===== src/acs_pkg.sv =====
// Constants, field layout and decode helpers of the converter sequencer.
// Assumes one 125 MHz clock; every file imports this package.
//
// Contract
// - Sequence ignores channel and direction settings.
// - Port reads of analog pins give zero.
// - Digital-configured pins still convert normally.
// - Zero acquisition code defers start one instruction.
// - Code 010 samples four bit periods first.
// - Clearing start bit aborts conversion immediately.
// - Abort leaves result pair untouched.
// - Two bit periods wait after each conversion.
// - Sampling restarts automatically after the wait.
// - Capacitor array discharged before every sample.
// - Main control field positions fixed.
// - Unimplemented control bits read zero.
// - Completion clears start, flags done, resamples.
// - Conversion lasts eleven bit periods.
// - Clock select encodes divisors and RC.
// - Zero acquisition code converts directly; reset value.
package acs_pkg;

  // ==========================================================
  // Register bus and register indexes
  // ==========================================================
  localparam int unsigned AW = 3; // Register address width
  localparam int unsigned DW = 8; // Register data width
  localparam logic [AW-1:0] IDX_RES_LOW = 3'h0; // Result low byte
  localparam logic [AW-1:0] IDX_RES_HIGH = 3'h1; // Result high byte
  localparam logic [AW-1:0] IDX_CTRL_MAIN = 3'h2; // Main control
  localparam logic [AW-1:0] IDX_PIN_CFG = 3'h3; // Pin configuration
  localparam logic [AW-1:0] IDX_TIMING_CFG = 3'h4; // Timing configuration
  localparam logic [AW-1:0] IDX_PORT_READ = 3'h5; // Masked pin levels

  // ==========================================================
  // Field positions
  // ==========================================================
  localparam int unsigned CM_SEV = 7; // Special event trigger enable
  localparam int unsigned CM_CHS_HI = 3; // Channel select high
  localparam int unsigned CM_CHS_LO = 2; // Channel select low
  localparam int unsigned CM_GO = 1; // Start/status
  localparam int unsigned CM_ON = 0; // Power on
  localparam int unsigned PC_VREF = 4; // Reference source select
  localparam int unsigned PC_CFG_HI = 3; // Analog pin config high
  localparam int unsigned TC_FMT = 7; // Result format select
  localparam int unsigned TC_ACQ_HI = 5; // Acquisition time high
  localparam int unsigned TC_ACQ_LO = 3; // Acquisition time low
  localparam int unsigned TC_CS_HI = 2; // Clock select high
  localparam logic [DW-1:0] CM_MASK = 8'h8F; // Implemented main bits
  localparam logic [DW-1:0] PC_MASK = 8'h1F; // Implemented pin bits
  localparam logic [DW-1:0] TC_MASK = 8'hBF; // Implemented timing bits
  localparam logic [DW-1:0] REG_RESET = 8'h00; // Control reset value

  // ==========================================================
  // Conversion shape and timing
  // ==========================================================
  localparam int unsigned RES_W = 10; // Result width
  localparam int unsigned NPIN = 4; // Analog-capable pins
  localparam int unsigned CW = 5; // Bit-period counter width
  localparam logic [CW-1:0] CONV_TADS = 5'h0B; // Bit periods per conversion
  localparam logic [CW-1:0] WAIT_TADS = 5'h02; // Post-conversion wait
  localparam logic [2:0] INSTR_CYCLES = 3'h4; // Clocks per instruction
  localparam logic [2:0] ACQ_NONE = 3'h0; // Direct conversion code
  localparam logic [RES_W-1:0] SAR_MSB = 10'h200; // First trial bit
  localparam logic [1:0] CS_RC = 2'h3; // Low bits selecting RC source

  typedef enum logic [2:0] {ST_OFF, ST_SAMPLE, ST_DEFER, ST_ACQ, ST_CONV, ST_WAIT} acs_state_e;

  // Acquisition code to bit periods, 2 to 20
  function automatic logic [CW-1:0] acq_tads(input logic [2:0] code);
    case (code)
      3'h1: acq_tads = 5'h02;
      3'h2: acq_tads = 5'h04;
      3'h3: acq_tads = 5'h06;
      3'h4: acq_tads = 5'h08;
      3'h5: acq_tads = 5'h0C;
      3'h6: acq_tads = 5'h10;
      3'h7: acq_tads = 5'h14;
      default: acq_tads = 5'h00;
    endcase
  endfunction : acq_tads

  // Clock select to oscillator divisor
  function automatic logic [6:0] clk_div(input logic [2:0] sel);
    case (sel)
      3'h0: clk_div = 7'h02;
      3'h1: clk_div = 7'h08;
      3'h2: clk_div = 7'h20;
      3'h4: clk_div = 7'h04;
      3'h5: clk_div = 7'h10;
      3'h6: clk_div = 7'h40;
      default: clk_div = 7'h02;
    endcase
  endfunction : clk_div

  // Pin n is analog while its config bit is clear
  function automatic logic [NPIN-1:0] analog_mask(input logic [NPIN-1:0] cfg);
    analog_mask = ~cfg;
  endfunction : analog_mask

endpackage : acs_pkg


===== src/acs_sync.sv =====
// Two-stage synchroniser for levels entering from outside the clock.
// Assumes the inputs are slow levels; no pulse shorter than a clock.
`timescale 1ns/1ps
module acs_sync #(
  parameter int unsigned W = 1 // Number of levels
) (
  input wire logic clk_i, // Clock
  input wire logic rst_n_i, // Reset, active low
  input wire logic [W-1:0] d_i, // Asynchronous levels
  output logic [W-1:0] q_o // Synchronised levels
);
  import acs_pkg::*;

  // ==========================================================
  // Stages
  // ==========================================================
  logic [W-1:0] meta_ff; // First stage, read by second only

  // Both stages clear at reset
  always_ff @(posedge clk_i or negedge rst_n_i)
  begin
    if (!rst_n_i)
    begin
      meta_ff <= '0;
      q_o <= '0;
    end
    else
    begin
      meta_ff <= d_i;
      q_o <= meta_ff;
    end
  end
endmodule : acs_sync


===== src/acs_tad_gen.sv =====
// Bit-period tick generator: divides the clock or follows the RC source.
// Assumes rc_lvl_i is already synchronised to the clock.
`timescale 1ns/1ps
module acs_tad_gen (
  input wire logic clk_i, // Clock
  input wire logic rst_n_i, // Reset, active low
  input wire logic [2:0] sel_i, // Conversion clock select
  input wire logic rc_lvl_i, // Synchronised RC oscillator level
  output logic tick_o // One-cycle pulse per bit period
);
  import acs_pkg::*;

  // ==========================================================
  // Divider and RC edge detect
  // ==========================================================
  logic [6:0] div_cnt_ff; // Divider count
  logic rc_prev_ff; // Previous RC level
  logic use_rc; // RC source selected
  logic div_end; // Divider wraps

  assign use_rc = (sel_i[1:0] == CS_RC);
  assign div_end = (div_cnt_ff >= clk_div(sel_i) - 7'h01);

  // Divider restarts on wrap; a select change takes effect at once
  always_ff @(posedge clk_i or negedge rst_n_i)
  begin
    if (!rst_n_i)
      div_cnt_ff <= '0;
    else if (use_rc || div_end)
      div_cnt_ff <= '0;
    else
      div_cnt_ff <= div_cnt_ff + 7'h01;
  end

  // Tick on divider wrap or on each RC rising edge
  always_ff @(posedge clk_i or negedge rst_n_i)
  begin
    if (!rst_n_i)
    begin
      rc_prev_ff <= 1'b0;
      tick_o <= 1'b0;
    end
    else
    begin
      rc_prev_ff <= rc_lvl_i;
      tick_o <= use_rc ? (rc_lvl_i && !rc_prev_ff) : div_end;
    end
  end
endmodule : acs_tad_gen


===== src/acs_sequencer.sv =====
// Converter sequencer top: registers, sample/convert state machine, SAR.
// Assumes an external comparator and DAC; pins and RC clock are async.
`timescale 1ns/1ps
module acs_sequencer (
  input wire logic ref_clk_i, // 125 MHz clock
  input wire logic rst_b_i, // Reset, active low, async
  input wire logic [acs_pkg::AW-1:0] addr_i, // Register index
  input wire logic [acs_pkg::DW-1:0] wdata_i, // Write data
  input wire logic wr_i, // Write strobe
  input wire logic rd_i, // Read strobe
  output logic [acs_pkg::DW-1:0] rdata_o, // Read data, cycle after read
  input wire logic [acs_pkg::NPIN-1:0] pin_lvl_i, // Pin digital levels
  input wire logic comp_i, // Comparator: input above DAC
  input wire logic rc_clk_i, // Internal RC oscillator
  input wire logic special_event_i, // Trigger pulse from PWM logic
  output logic [acs_pkg::RES_W-1:0] dac_code_o, // Trial code to DAC
  output logic [1:0] channel_o, // Selected channel to mux
  output logic sample_o, // Sampling switch closed
  output logic discharge_o, // Capacitor array discharge
  output logic ref_sel_o, // Reference source select
  output logic powered_o, // Analog section powered
  output logic done_o // Conversion done flag pulse
);
  import acs_pkg::*;

  // ==========================================================
  // Reset release
  // ==========================================================
  logic [1:0] rst_sh_ff; // Release shift register
  logic rst_n; // Synchronised reset

  // Assert at once, release after two edges
  always_ff @(posedge ref_clk_i or negedge rst_b_i)
  begin
    if (!rst_b_i)
      rst_sh_ff <= 2'h0;
    else
      rst_sh_ff <= {rst_sh_ff[0], 1'b1};
  end
  assign rst_n = rst_sh_ff[1];

  // ==========================================================
  // Input synchronisers and bit-period ticks
  // ==========================================================
  logic [NPIN-1:0] pin_s; // Synchronised pins
  logic comp_s; // Synchronised comparator
  logic rc_s; // Synchronised RC level
  logic tad_tick; // Bit-period pulse

  acs_sync #(.W(NPIN + 2)) u_sync (
    .clk_i(ref_clk_i),
    .rst_n_i(rst_n),
    .d_i({pin_lvl_i, comp_i, rc_clk_i}),
    .q_o({pin_s, comp_s, rc_s})
  );

  // ==========================================================
  // Configuration registers
  // ==========================================================
  logic [DW-1:0] ctrl_ff; // Main control, start bit kept apart
  logic [DW-1:0] pcfg_ff; // Pin configuration
  logic [DW-1:0] tcfg_ff; // Timing configuration
  logic go_ff; // Start/status bit
  logic [DW-1:0] res_lo_ff; // Result low byte
  logic [DW-1:0] res_hi_ff; // Result high byte
  logic wr_ctrl; // Write to main control
  logic power_on; // Converter powered
  logic [2:0] acq_code; // Acquisition time select
  logic complete; // Final decision this cycle
  logic aborted; // Start bit cleared mid-sequence

  assign wr_ctrl = wr_i && (addr_i == IDX_CTRL_MAIN);
  assign power_on = ctrl_ff[CM_ON];
  assign acq_code = tcfg_ff[TC_ACQ_HI:TC_ACQ_LO];

  acs_tad_gen u_tad (
    .clk_i(ref_clk_i),
    .rst_n_i(rst_n),
    .sel_i(tcfg_ff[TC_CS_HI:0]),
    .rc_lvl_i(rc_s),
    .tick_o(tad_tick)
  );

  // Plain configuration writes; masks keep reserved bits at zero
  always_ff @(posedge ref_clk_i or negedge rst_n)
  begin
    if (!rst_n)
    begin
      ctrl_ff <= REG_RESET;
      pcfg_ff <= REG_RESET;
      tcfg_ff <= REG_RESET; // Acquisition code 000 after reset
    end
    else if (wr_i)
    begin
      case (addr_i)
        IDX_CTRL_MAIN: ctrl_ff <= wdata_i & CM_MASK & ~(8'h01 << CM_GO);
        IDX_PIN_CFG: pcfg_ff <= wdata_i & PC_MASK;
        IDX_TIMING_CFG: tcfg_ff <= wdata_i & TC_MASK;
        default: ; // Other indexes hold nothing here
      endcase
    end
  end

  // Start bit: software or trigger sets, completion or power-off clears
  always_ff @(posedge ref_clk_i or negedge rst_n)
  begin
    if (!rst_n)
      go_ff <= 1'b0;
    else if (wr_ctrl)
      // Gated by present power, so a same-write start is dropped
      go_ff <= wdata_i[CM_GO] && power_on && wdata_i[CM_ON];
    else if (!power_on)
      go_ff <= 1'b0;
    else if (special_event_i && ctrl_ff[CM_SEV])
      go_ff <= 1'b1; // Trigger beats a same-cycle completion
    else if (complete)
      go_ff <= 1'b0;
  end

  // ==========================================================
  // Sample / convert state machine
  // ==========================================================
  acs_state_e state_ff; // Current phase
  acs_state_e nxt_state; // Next phase
  logic [CW-1:0] cnt_ff; // Bit periods in this phase
  logic [2:0] icnt_ff; // Clocks in deferral
  logic cnt_hit; // Tick ending a counted phase

  // Phase transitions; channel and pin direction never enter here
  always_comb
  begin
    nxt_state = state_ff;
    cnt_hit = 1'b0;
    aborted = 1'b0;
    complete = 1'b0;
    case (state_ff)
      ST_OFF:
      begin
        if (power_on)
          nxt_state = ST_SAMPLE;
      end
      ST_SAMPLE:
      begin
        // Any channel, digital or analog pin, is run
        if (go_ff && acq_code == ACQ_NONE)
          nxt_state = ST_DEFER;
        else if (go_ff)
          nxt_state = ST_ACQ;
      end
      ST_DEFER:
      begin
        // Hold one instruction so the processor can sleep
        if (!go_ff)
          aborted = 1'b1;
        else if (icnt_ff == INSTR_CYCLES - 3'h1)
          nxt_state = ST_CONV;
      end
      ST_ACQ:
      begin
        cnt_hit = tad_tick && (cnt_ff == acq_tads(acq_code) - 5'h01);
        if (!go_ff)
          aborted = 1'b1;
        else if (cnt_hit)
          nxt_state = ST_CONV;
      end
      ST_CONV:
      begin
        cnt_hit = tad_tick && (cnt_ff == CONV_TADS - 5'h01);
        if (!go_ff)
          aborted = 1'b1;
        else if (cnt_hit)
          complete = 1'b1;
      end
      ST_WAIT:
      begin
        cnt_hit = tad_tick && (cnt_ff == WAIT_TADS - 5'h01);
        if (cnt_hit)
          nxt_state = ST_SAMPLE;
      end
      default: nxt_state = ST_OFF;
    endcase
    if (aborted || complete)
      nxt_state = ST_WAIT;
    if (!power_on)
      nxt_state = ST_OFF;
  end

  // Phase register
  always_ff @(posedge ref_clk_i or negedge rst_n)
  begin
    if (!rst_n)
      state_ff <= ST_OFF;
    else
      state_ff <= nxt_state;
  end

  // Counters restart on every phase change
  always_ff @(posedge ref_clk_i or negedge rst_n)
  begin
    if (!rst_n)
    begin
      cnt_ff <= '0;
      icnt_ff <= '0;
    end
    else if (nxt_state != state_ff)
    begin
      cnt_ff <= '0;
      icnt_ff <= '0;
    end
    else
    begin
      if (tad_tick)
        cnt_ff <= cnt_ff + 5'h01;
      icnt_ff <= icnt_ff + 3'h1;
    end
  end

  // ==========================================================
  // Successive approximation
  // ==========================================================
  logic [RES_W-1:0] sar_ff; // Trial code
  logic [RES_W-1:0] bit_ff; // Bit under trial, one-hot
  logic [RES_W-1:0] decided; // Code after this decision

  // Comparator low means input below trial: drop the bit
  assign decided = comp_s ? sar_ff : (sar_ff & ~bit_ff);

  // First period settles, the next ten decide one bit each
  always_ff @(posedge ref_clk_i or negedge rst_n)
  begin
    if (!rst_n)
    begin
      sar_ff <= '0;
      bit_ff <= '0;
    end
    else if (state_ff != ST_CONV)
    begin
      sar_ff <= SAR_MSB;
      bit_ff <= SAR_MSB;
    end
    else if (tad_tick && cnt_ff != '0)
    begin
      sar_ff <= decided | (bit_ff >> 1);
      bit_ff <= bit_ff >> 1;
    end
  end

  // Result pair: written by software, or only by a full conversion
  always_ff @(posedge ref_clk_i or negedge rst_n)
  begin
    if (!rst_n)
    begin
      res_lo_ff <= REG_RESET;
      res_hi_ff <= REG_RESET;
    end
    else if (complete && tcfg_ff[TC_FMT])
    begin
      res_hi_ff <= {6'h00, decided[9:8]};
      res_lo_ff <= decided[7:0];
    end
    else if (complete)
    begin
      res_hi_ff <= decided[9:2];
      res_lo_ff <= {decided[1:0], 6'h00};
    end
    else if (wr_i && addr_i == IDX_RES_HIGH)
      res_hi_ff <= wdata_i; // Abort never reaches here
    else if (wr_i && addr_i == IDX_RES_LOW)
      res_lo_ff <= wdata_i;
  end

  // ==========================================================
  // Analog side outputs
  // ==========================================================
  // Discharge for the first bit period of each sample
  always_ff @(posedge ref_clk_i or negedge rst_n)
  begin
    if (!rst_n)
    begin
      discharge_o <= 1'b0;
      sample_o <= 1'b0;
    end
    else
    begin
      if (nxt_state == ST_SAMPLE && state_ff != ST_SAMPLE)
        discharge_o <= 1'b1;
      else if (tad_tick || nxt_state != ST_SAMPLE)
        discharge_o <= 1'b0;
      sample_o <= (nxt_state == ST_SAMPLE) || (nxt_state == ST_ACQ);
    end
  end

  // Registered copies for the analog block and the flag pulse
  always_ff @(posedge ref_clk_i or negedge rst_n)
  begin
    if (!rst_n)
    begin
      dac_code_o <= '0;
      channel_o <= 2'h0;
      ref_sel_o <= 1'b0;
      powered_o <= 1'b0;
      done_o <= 1'b0;
    end
    else
    begin
      dac_code_o <= sar_ff;
      channel_o <= ctrl_ff[CM_CHS_HI:CM_CHS_LO]; // Pin config never masks it
      ref_sel_o <= pcfg_ff[PC_VREF];
      powered_o <= power_on;
      done_o <= complete;
    end
  end

  // ==========================================================
  // Read port
  // ==========================================================
  // Data only in the cycle after the strobe, zero otherwise
  always_ff @(posedge ref_clk_i or negedge rst_n)
  begin
    if (!rst_n)
      rdata_o <= '0;
    else if (!rd_i)
      rdata_o <= '0;
    else
    begin
      case (addr_i)
        IDX_RES_LOW: rdata_o <= res_lo_ff;
        IDX_RES_HIGH: rdata_o <= res_hi_ff;
        IDX_CTRL_MAIN: rdata_o <= ctrl_ff | ({7'h00, go_ff} << CM_GO);
        IDX_PIN_CFG: rdata_o <= pcfg_ff;
        IDX_TIMING_CFG: rdata_o <= tcfg_ff;
        // Analog pins read low
        IDX_PORT_READ: rdata_o <= {4'h0, pin_s & ~analog_mask(pcfg_ff[PC_CFG_HI:0])};
        default: rdata_o <= '0;
      endcase
    end
  end
endmodule : acs_sequencer


===== config.mk =====
export PLATFORM = sky130hd
export DESIGN_NAME = acs_sequencer
export DESIGN_NICKNAME = d
export VERILOG_FILES = /design/src/acs_pkg.sv /design/src/acs_sync.sv /design/src/acs_tad_gen.sv /design/src/acs_sequencer.sv
export SDC_FILE = /design/constraint.sdc
export NUM_CORES = 1
export LEC_CHECK = 0
export ABC_CLOCK_PERIOD_IN_PS = 4700
export BUFFER_PORTS_ARGS = -buffer_cell sky130_fd_sc_hd__clkbuf_2
export CORE_MARGIN = 1.5
export CORE_UTILIZATION = 24
export DETAILED_ROUTE_END_ITERATION = 16
export HOLD_SLACK_MARGIN = 0.15
export PLACE_DENSITY = 0.41
export SYNTH_ARGS = -nofsm -noshare
export SYNTH_HDL_FRONTEND = slang
export SYNTH_HIERARCHICAL = 1
export SYNTH_SLANG_ARGS = --single-unit

===== constraint.sdc =====
create_clock -name ref_clk_i -period 4.7 [get_ports ref_clk_i]
set_input_delay 0.94 -clock ref_clk_i [delete_from_list [all_inputs] [get_ports ref_clk_i]]
set_output_delay 0.94 -clock ref_clk_i [all_outputs]
set_load 0.05 [all_outputs]

=== Yosys cells after proc, flatten, opt, wreduce, memory -nomap -nowiden ===
Index checks and enable logic that the tools add are counted.

* Word-level logic and storage cells: 149
* Output and inout port bits: 25
* Register bits: 112
* Bits of input ports: 22

* Eq/ne operators: 35
* Add/sub/neg operators: 5
* Bitwise gates (word level): 7
* Multiplexer cells: 43
* Reductions and logical operators: 33
* Order comparisons: 1

{| class="wikitable"
|+ Operator list
! kind !! count
|-
| $mux 8 || 8
|-
| $mux 10 || 5
|-
| $pmux 8 s6 || 1
|-
| $pmux 5 s7 || 1
|-
| $pmux 7 s5 || 1
|-
| $eq 3x3->1 const B || 11
|-
| $mux 3 || 10
|-
| $eq 3x2->1 const B || 9
|-
| $pmux 3 s6 || 1
|-
| $eq 3x1->1 const B || 5
|-
| $mux 5 || 3
|-
| $logic_and 1x1->1 || 14
|-
| $mux 1 || 12
|-
| $and 10x10->10 || 1
|-
| $not 10->10 || 1
|-
| $or 10x9->10 || 1
|-
| $logic_not 3->1 || 3
|-
| $not 4->4 || 2
|-
| $or 8x2->8 || 1
|-
| $reduce_and 2->1 || 4
|-
| $add 7x1->7 const B || 1
|-
| $ge 7x7->1 || 1
|-
| $mux 7 || 1
|-
| $sub 7x1->7 const B || 1
|-
| other kinds (18) || 26
|}

=== Logic depth before layout (Yosys ltp) ===
* Depth after elaboration: 15
* Gate-level depth with buffers: 9
* Mapped depth without buffers: 9

=== Hierarchy ===
The synthesis kept the hierarchy.

{| class="wikitable"
|+ By module, submodules not included
! module !! cells each !! area each (µm²) !! times used !! seq. area each (µm²)
|-
| acs_sequencer || 426 || 4321.6 || 1 || 2277.2
|-
| acs_tad_gen || 55 || 540.5 || 1 || 225.2
|-
| acs_sync || 12 || 300.3 || 1 || 300.3
|}

=== Worst setup path after synthesis ===
OpenSTA, ideal clock, no wires.

* Path kind: in2reg
* Start point: input port addr_i[2] (netlist name)
* End point: register ctrl_ff[0]
* Buffers on the path: 1
* Stages: 5
* Slack: 2515 ps
* Data required time: 4575 ps
* Arrival: 2060 ps
* Library setup time: 125 ps
* Cell sequence: buf_2 -> nor2b_1 -> nand2_1 -> nor2_1 -> mux2_2

* Word-level cells in the longest chain between the ends: 2

{| class="wikitable"
|+ RTL lines
! item !! line !! RTL
|-
| start, declared || acs_sequencer.sv:7 || <nowiki>input wire logic [acs_pkg::AW-1:0] addr_i,</nowiki>
|-
| $eq 3x2->1 || acs_sequencer.sv:95 || <nowiki>case (addr_i)</nowiki>
|-
| $reduce_and 2->1 (no line) || n/a ||
|-
| end signal, assigned || acs_sequencer.sv:96 || <nowiki>IDX_CTRL_MAIN: ctrl_ff <= wdata_i & CM_MASK & ~(8'h01 << CM_GO);</nowiki>
|-
| end, declared || acs_sequencer.sv:60 || <nowiki>logic [DW-1:0] ctrl_ff;</nowiki>
|}

Every way passes these cells.
A chain may end at the register's enable or synchronous reset.

=== Final worst setup path ===
* Start point: register tcfg_ff[5]
* End point: register cnt_ff[3]

* Word-level cells in the longest chain between the ends: 13
* Elaborated cells on any way between the ends: 23
* Those cells by class: 1 x add/sub; 9 x eq/ne; 9 x mux; 4 x reduce/logical

{| class="wikitable"
|+ RTL lines
! item !! line !! RTL
|-
| start, declared || acs_sequencer.sv:62 || <nowiki>logic [DW-1:0] tcfg_ff;</nowiki>
|-
| start signal, assigned || acs_sequencer.sv:98 || <nowiki>IDX_TIMING_CFG: tcfg_ff <= wdata_i & TC_MASK;</nowiki>
|-
| $eq 3x3->1, or another cell as far along || acs_pkg.sv:71 || <nowiki>case (code)</nowiki>
|-
| $pmux 5 s7 || acs_pkg.sv:71 ||
|-
| $mux 5 || acs_sequencer.sv:136 || <nowiki>case (state_ff)</nowiki>
|-
| $sub 5x1->5 || acs_sequencer.sv:160 || <nowiki>cnt_hit = tad_tick && (cnt_ff == acq_tads(acq_code) - 5'h01);</nowiki>
|-
| $eq 5x5->1 || acs_sequencer.sv:160 ||
|-
| $logic_and 1x1->1 || acs_sequencer.sv:160 ||
|-
| $mux 3 || acs_sequencer.sv:163 || <nowiki>else if (cnt_hit)</nowiki>
|-
| $mux 3 || acs_sequencer.sv:161 || <nowiki>if (!go_ff)</nowiki>
|-
| $pmux 3 s6 * || acs_sequencer.sv:136 ||
|-
| $mux 3 * || acs_sequencer.sv:182 || <nowiki>if (aborted || complete)</nowiki>
|-
| $mux 3 * || acs_sequencer.sv:184 || <nowiki>if (!power_on)</nowiki>
|-
| $ne 3x3->1 * || acs_sequencer.sv:205 || <nowiki>else if (nxt_state != state_ff)</nowiki>
|-
| $mux 5 / $reduce_bool 2->1 (equally long branches) || n/a ||
|-
| end signal, assigned || acs_sequencer.sv:213 || <nowiki>cnt_ff <= cnt_ff + 5'h01;</nowiki>
|-
| end, declared || acs_sequencer.sv:125 || <nowiki>logic [CW-1:0] cnt_ff;</nowiki>
|}

Every way passes the cells marked *; elsewhere a longest branch is shown, timed or not. The select of a mux whose other input is x is not followed.

==> results.txt <==
----------------------------------------------------
[Job]
  Reported max-cap violation count ... 0

[Placement]
  DP Wirelength ... roughly 8500 microns
  Weighted congestion reported at the end of routability-driven placement ... 0.707
  IO Port Bufs ... between 40 and 50
  Number of placed instances with taps included ... 794

[Logic synthesis]
  Number of synthesis warnings ... 6
  Number of unique standard cell types used by synthesis ... between 50 and 60
  Largest area contributor in the netlist ... sky130_fd_sc_hd__dfrtp_1
  Number of instances in the synthesized netlist ... 493
  Post-synthesis sequential area ratio ... 0.543
  Top area cells in the synthesized netlist ... sky130_fd_sc_hd__dfrtp_1 (54%), sky130_fd_sc_hd__mux2_2 (4.1%), sky130_fd_sc_hd__nand2_1 (4.1%), sky130_fd_sc_hd__a21oi_1 (3.6%), sky130_fd_sc_hd__ha_1 (3.4%)
  Total nets after synthesis ... roughly 530
  Count of flip-flops with a built-in enable after synthesis ... 0
  Flip-flop and latch count after synthesis ... about 110
  Prevailing post-synth register cell ... sky130_fd_sc_hd__dfrtp_1
  Top-area cell type share of the netlist area ... 0.543
  Cell area after technology mapping ... approximately 5200 sq um
  Post-synthesis async set-or-reset flop share ... 1.00
  Average size of a mapped cell ... roughly 10 sq um

[CTS]
  Clock input transition at the sequential cells of the worst setup and hold paths ... roughly 0.070 ns
  Buffer levels on the longest clock path ... 2
  Clk sink count ... between 100 and 150
  Number of buffers created by CTS ... 9
  Number of hold buffers added after CTS ... 0
  Clock latency on the worst-skew pair ... roughly 0.35 ns
  Gates resized, CTS repair ... 0
  CTS tree ... built
  Post-CTS setup repair buffer count ... 0
  Root Driver ... sky130_fd_sc_hd__clkbuf_16
  Maximum level of the CTS H-tree ... 3

[Timing]
  Final clock skew ... between 0.006 and 0.007 ns
  Final Hold Fails ... 0
  Top achievable clock speed ... roughly 440 MHz
  Sum of negative setup slack ... 0 ns
  Actual transition at the worst max-transition pin ... approximately 1.1 ns
  Setup repair after global routing missed its margin ... false
  Worst slew margin relative to its limit ... 0.267
  Share of the cycle needed by the critical path after routing ... 0.482
  Shortest clock period the worst path allows after layout ... 2.27 ns
  Number of failing setup endpoints in the final timing report ... 0
  Max-slew violation total from the final report ... 0

[Drt]
  Remaining antenna violation count after routing ... 0
  Violation count after the first detailed-route iteration ... ~180
  Overall routed net length ... roughly 12000 microns
  Remaining design rule violation count ... 0
  Total via count in the routed design ... between 3000 and 4000
  Wire length per cell ... 15.0 microns
  Vias per std cell ... around 4.5
  Initial DRT Pass Iterations ... 5

[Floorplan]
  Boundary Pins ... 47
  Number of cell rows ... 53
  Starting utilization of the core area ... 0.245
  Die Area ... approximately 22000 sq um
  Core area ... roughly 21000 sq um
  X dimension of the die ... between 100 and 150 microns
  Die height ... roughly 150 microns

[Global route]
  All-Layer GR Usage ... 0.116
  Pin count of the biggest net entering global routing ... 64
  Number of global-route vias before repair ... between 3000 and 4000
  Global-route congestion overflow total ... 0
  Antenna violations before repair ... 0
  Global-route wire length before repair ... between 15000 and 20000 microns

[Pwr]
  PnR Total Power ... ~2.5 mW
  Switching share of total power ... 0.320
  Power density relative to cell area ... ~420 nW/um^2
  Fraction of power consumed by combinational cells ... 0.207
  Power spent charging and discharging nets ... 0.800 mW
  Leakage power ... between 2 and 3 nW
  Internal power summed over all cells ... ~1.7 mW
  Proportion of power drawn by flip-flops and latches ... 0.494
  Maximum resistive drop on vdd ... between 0.00015 and 0.0002 V
  Relative contribution of the clock network to total power ... 0.299

[Finish]
  Number of standard cells in the final layout excluding fillers ... 810
  Fillers ... about 2200
  Final-stage net count ... around 570
  Fraction of final layout cells with drive strength greater than 1 ... 0.178
  Number of inserted diodes ... 0
  Area growth from synthesis to layout ... 14.8%

[Critical path]
  Crit. End Element ... flop
  Signal arrival time at the worst endpoint ... around 2.5 ns
  Data required time at the worst endpoint ... 4.92 ns
  Critical Path Fanout Max ... 8
  Sort of element at the start of the critical path ... flop
  Crit Path Category ... reg2reg

[Hold path]
  Worst hold path class ... reg2reg

[Outcome]
  Status ... finished, final reports clean

----------------------------------------------------
==> flip-flops by register name, indices dropped and copies added, names as in the netlist, 2 cells and up <==
signal            cells
state_ff              3
cnt_ff                5
sar_ff               10
pcfg_ff               5
u_sync/q_o            6
res_lo_ff             8
ctrl_ff               4
channel_o             2
tcfg_ff               7
dac_code_o           10
icnt_ff               3
rst_sh_ff             2
u_tad/div_cnt_ff      7
res_hi_ff             8
u_sync/meta_ff        6
rdata_o               8
bit_ff               10
==> cells by family (layout without fill, tap and decap cells) <==
family	Yosys count	count (layout)	share of synthesized area
compound gates	109	109	0.131
xor+xnor	12	12	0.0204
fa+ha+maj	14	14	0.0339
buf+inv	34	76	0.0313
flops	112	112	0.543
mux	34	34	0.0705
other cells	2	2	0.00145
simple gates	176	176	0.169
==> final timing paths <==
| path | from | endpoint | slack [ns] | cells past startpoint |
|---|---|---|---|---|
| setup / recovery | tcfg_ff[5] | cnt_ff[3] | 2.43 | 8 |
| hold / removal | u_sync/meta_ff[0] | u_sync/q_o[0] | 0.35 | 0 |
| setup reg to reg | tcfg_ff[5] | cnt_ff[3] | 2.43 | 8 |
| hold reg to reg | u_sync/meta_ff[0] | u_sync/q_o[0] | 0.35 | 0 |
| max in group asynchronous | rst_sh_ff[1] | go_ff | 3.16 | 1 |
| min in group asynchronous | rst_b_i | rst_sh_ff[1] | 0.36 | 1 |
==> critical path: stages (launching register included) <==
cell and delay (ns):
sky130_fd_sc_hd__dfrtp_1 0.49, sky130_fd_sc_hd__nand2b_1 0.23, sky130_fd_sc_hd__ha_1 0.30, sky130_fd_sc_hd__xor2_1 0.14, sky130_fd_sc_hd__nand4_1 0.12, sky130_fd_sc_hd__nor3_2 0.28
sky130_fd_sc_hd__a21oi_1 0.11, sky130_fd_sc_hd__o211ai_2 0.37, sky130_fd_sc_hd__nor2_1 0.10
==> metrics by stage <==
stage | worst slack (ns) | utilization | hold slack (ns) | instance area [sq um]
after floorplan | 1.35 | - | 0.331 | 5160
after global placement | 2.18 | 0.267 | 0.338 | 5640
after detailed placement | 2.13 | 0.267 | 0.337 | 5640
after CTS | 2.40 | 0.281 | 0.343 | 5920
after global routing | 2.17 | 0.281 | 0.337 | 5920
final | 2.43 | 0.281 | 0.351 | 5920
==> cells in the final DEF (no fill, tap or decap), types with 4 or more instances in the layout <==
master                        n
sky130_fd_sc_hd__dfrtp_1    111
sky130_fd_sc_hd__nand2_1     56
sky130_fd_sc_hd__clkbuf_2    46
sky130_fd_sc_hd__nor2_1      42
sky130_fd_sc_hd__a21oi_1     37
sky130_fd_sc_hd__nor3_1      20
sky130_fd_sc_hd__mux2_2      19
sky130_fd_sc_hd__o21ai_0     16
sky130_fd_sc_hd__mux2i_1     15
sky130_fd_sc_hd__ha_1        14
sky130_fd_sc_hd__o21ai_1     13
sky130_fd_sc_hd__inv_1       12
sky130_fd_sc_hd__nor2b_1      9
sky130_fd_sc_hd__nand3_1      9
sky130_fd_sc_hd__clkbuf_16    9
sky130_fd_sc_hd__xor2_1       7
sky130_fd_sc_hd__nand2b_1     6
sky130_fd_sc_hd__and3_1       6
sky130_fd_sc_hd__xnor2_1      5
sky130_fd_sc_hd__a22oi_1      5
sky130_fd_sc_hd__o22ai_1      5
sky130_fd_sc_hd__a21boi_0     5
sky130_fd_sc_hd__nand4_1      4
sky130_fd_sc_hd__and2_1       4
sky130_fd_sc_hd__o21a_1       4
==> metal layers <==
layer | share of wire | GRT usage | vias up
met3 | 0.036 | 0.0308 | 12
met4 | 0.014 | 0.0368 | 0
li1 | - | - | 1784
met1 | 0.49 | 0.154 | 1787
met2 | 0.46 | 0.185 | 68
met5 | 0 | 0 | -
==> power groups by stage <==
stage / combinational (mW) / sequential [mW] / clock [mW]
CTS: 0.526 / 1.24 / 0.782
global placement: 0.514 / 1.25 / 0
global route: 0.590 / 1.26 / 0.818
floorplan: 0.374 / 1.26 / 0
detailed placement: 0.524 / 1.26 / 0
finish: 0.517 / 1.23 / 0.749
==> synth_stat cells (6+ instances only) <==
library cell,number
sky130_fd_sc_hd__clkbuf_1,6
sky130_fd_sc_hd__nor2b_1,9
sky130_fd_sc_hd__mux2_2,19
sky130_fd_sc_hd__and3_1,6
sky130_fd_sc_hd__o21ai_1,13
sky130_fd_sc_hd__o21ai_0,16
sky130_fd_sc_hd__mux2i_1,15
sky130_fd_sc_hd__buf_2,13
sky130_fd_sc_hd__nand3_1,9
sky130_fd_sc_hd__inv_1,12
sky130_fd_sc_hd__dfrtp_1,112
sky130_fd_sc_hd__nand2b_1,6
sky130_fd_sc_hd__nor3_1,20
sky130_fd_sc_hd__a21oi_1,37
sky130_fd_sc_hd__ha_1,14
sky130_fd_sc_hd__xor2_1,7
sky130_fd_sc_hd__nand2_1,56
sky130_fd_sc_hd__nor2_1,42
==> layout make-up <==
class	count	area [sq um]	share of cell area
Inverter	13	51.3	0.00866
Multi-Input combinational cell	347	2200	0.371
Timing Repair Buffer	47	238	0.0401
Tap cell	275	344	0.0581
Clock inverter	2	12.5	0.00211
Sequential cell	112	2810	0.474
Clock buffer	14	274	0.0463
Power figures use the tool's default switching activity.
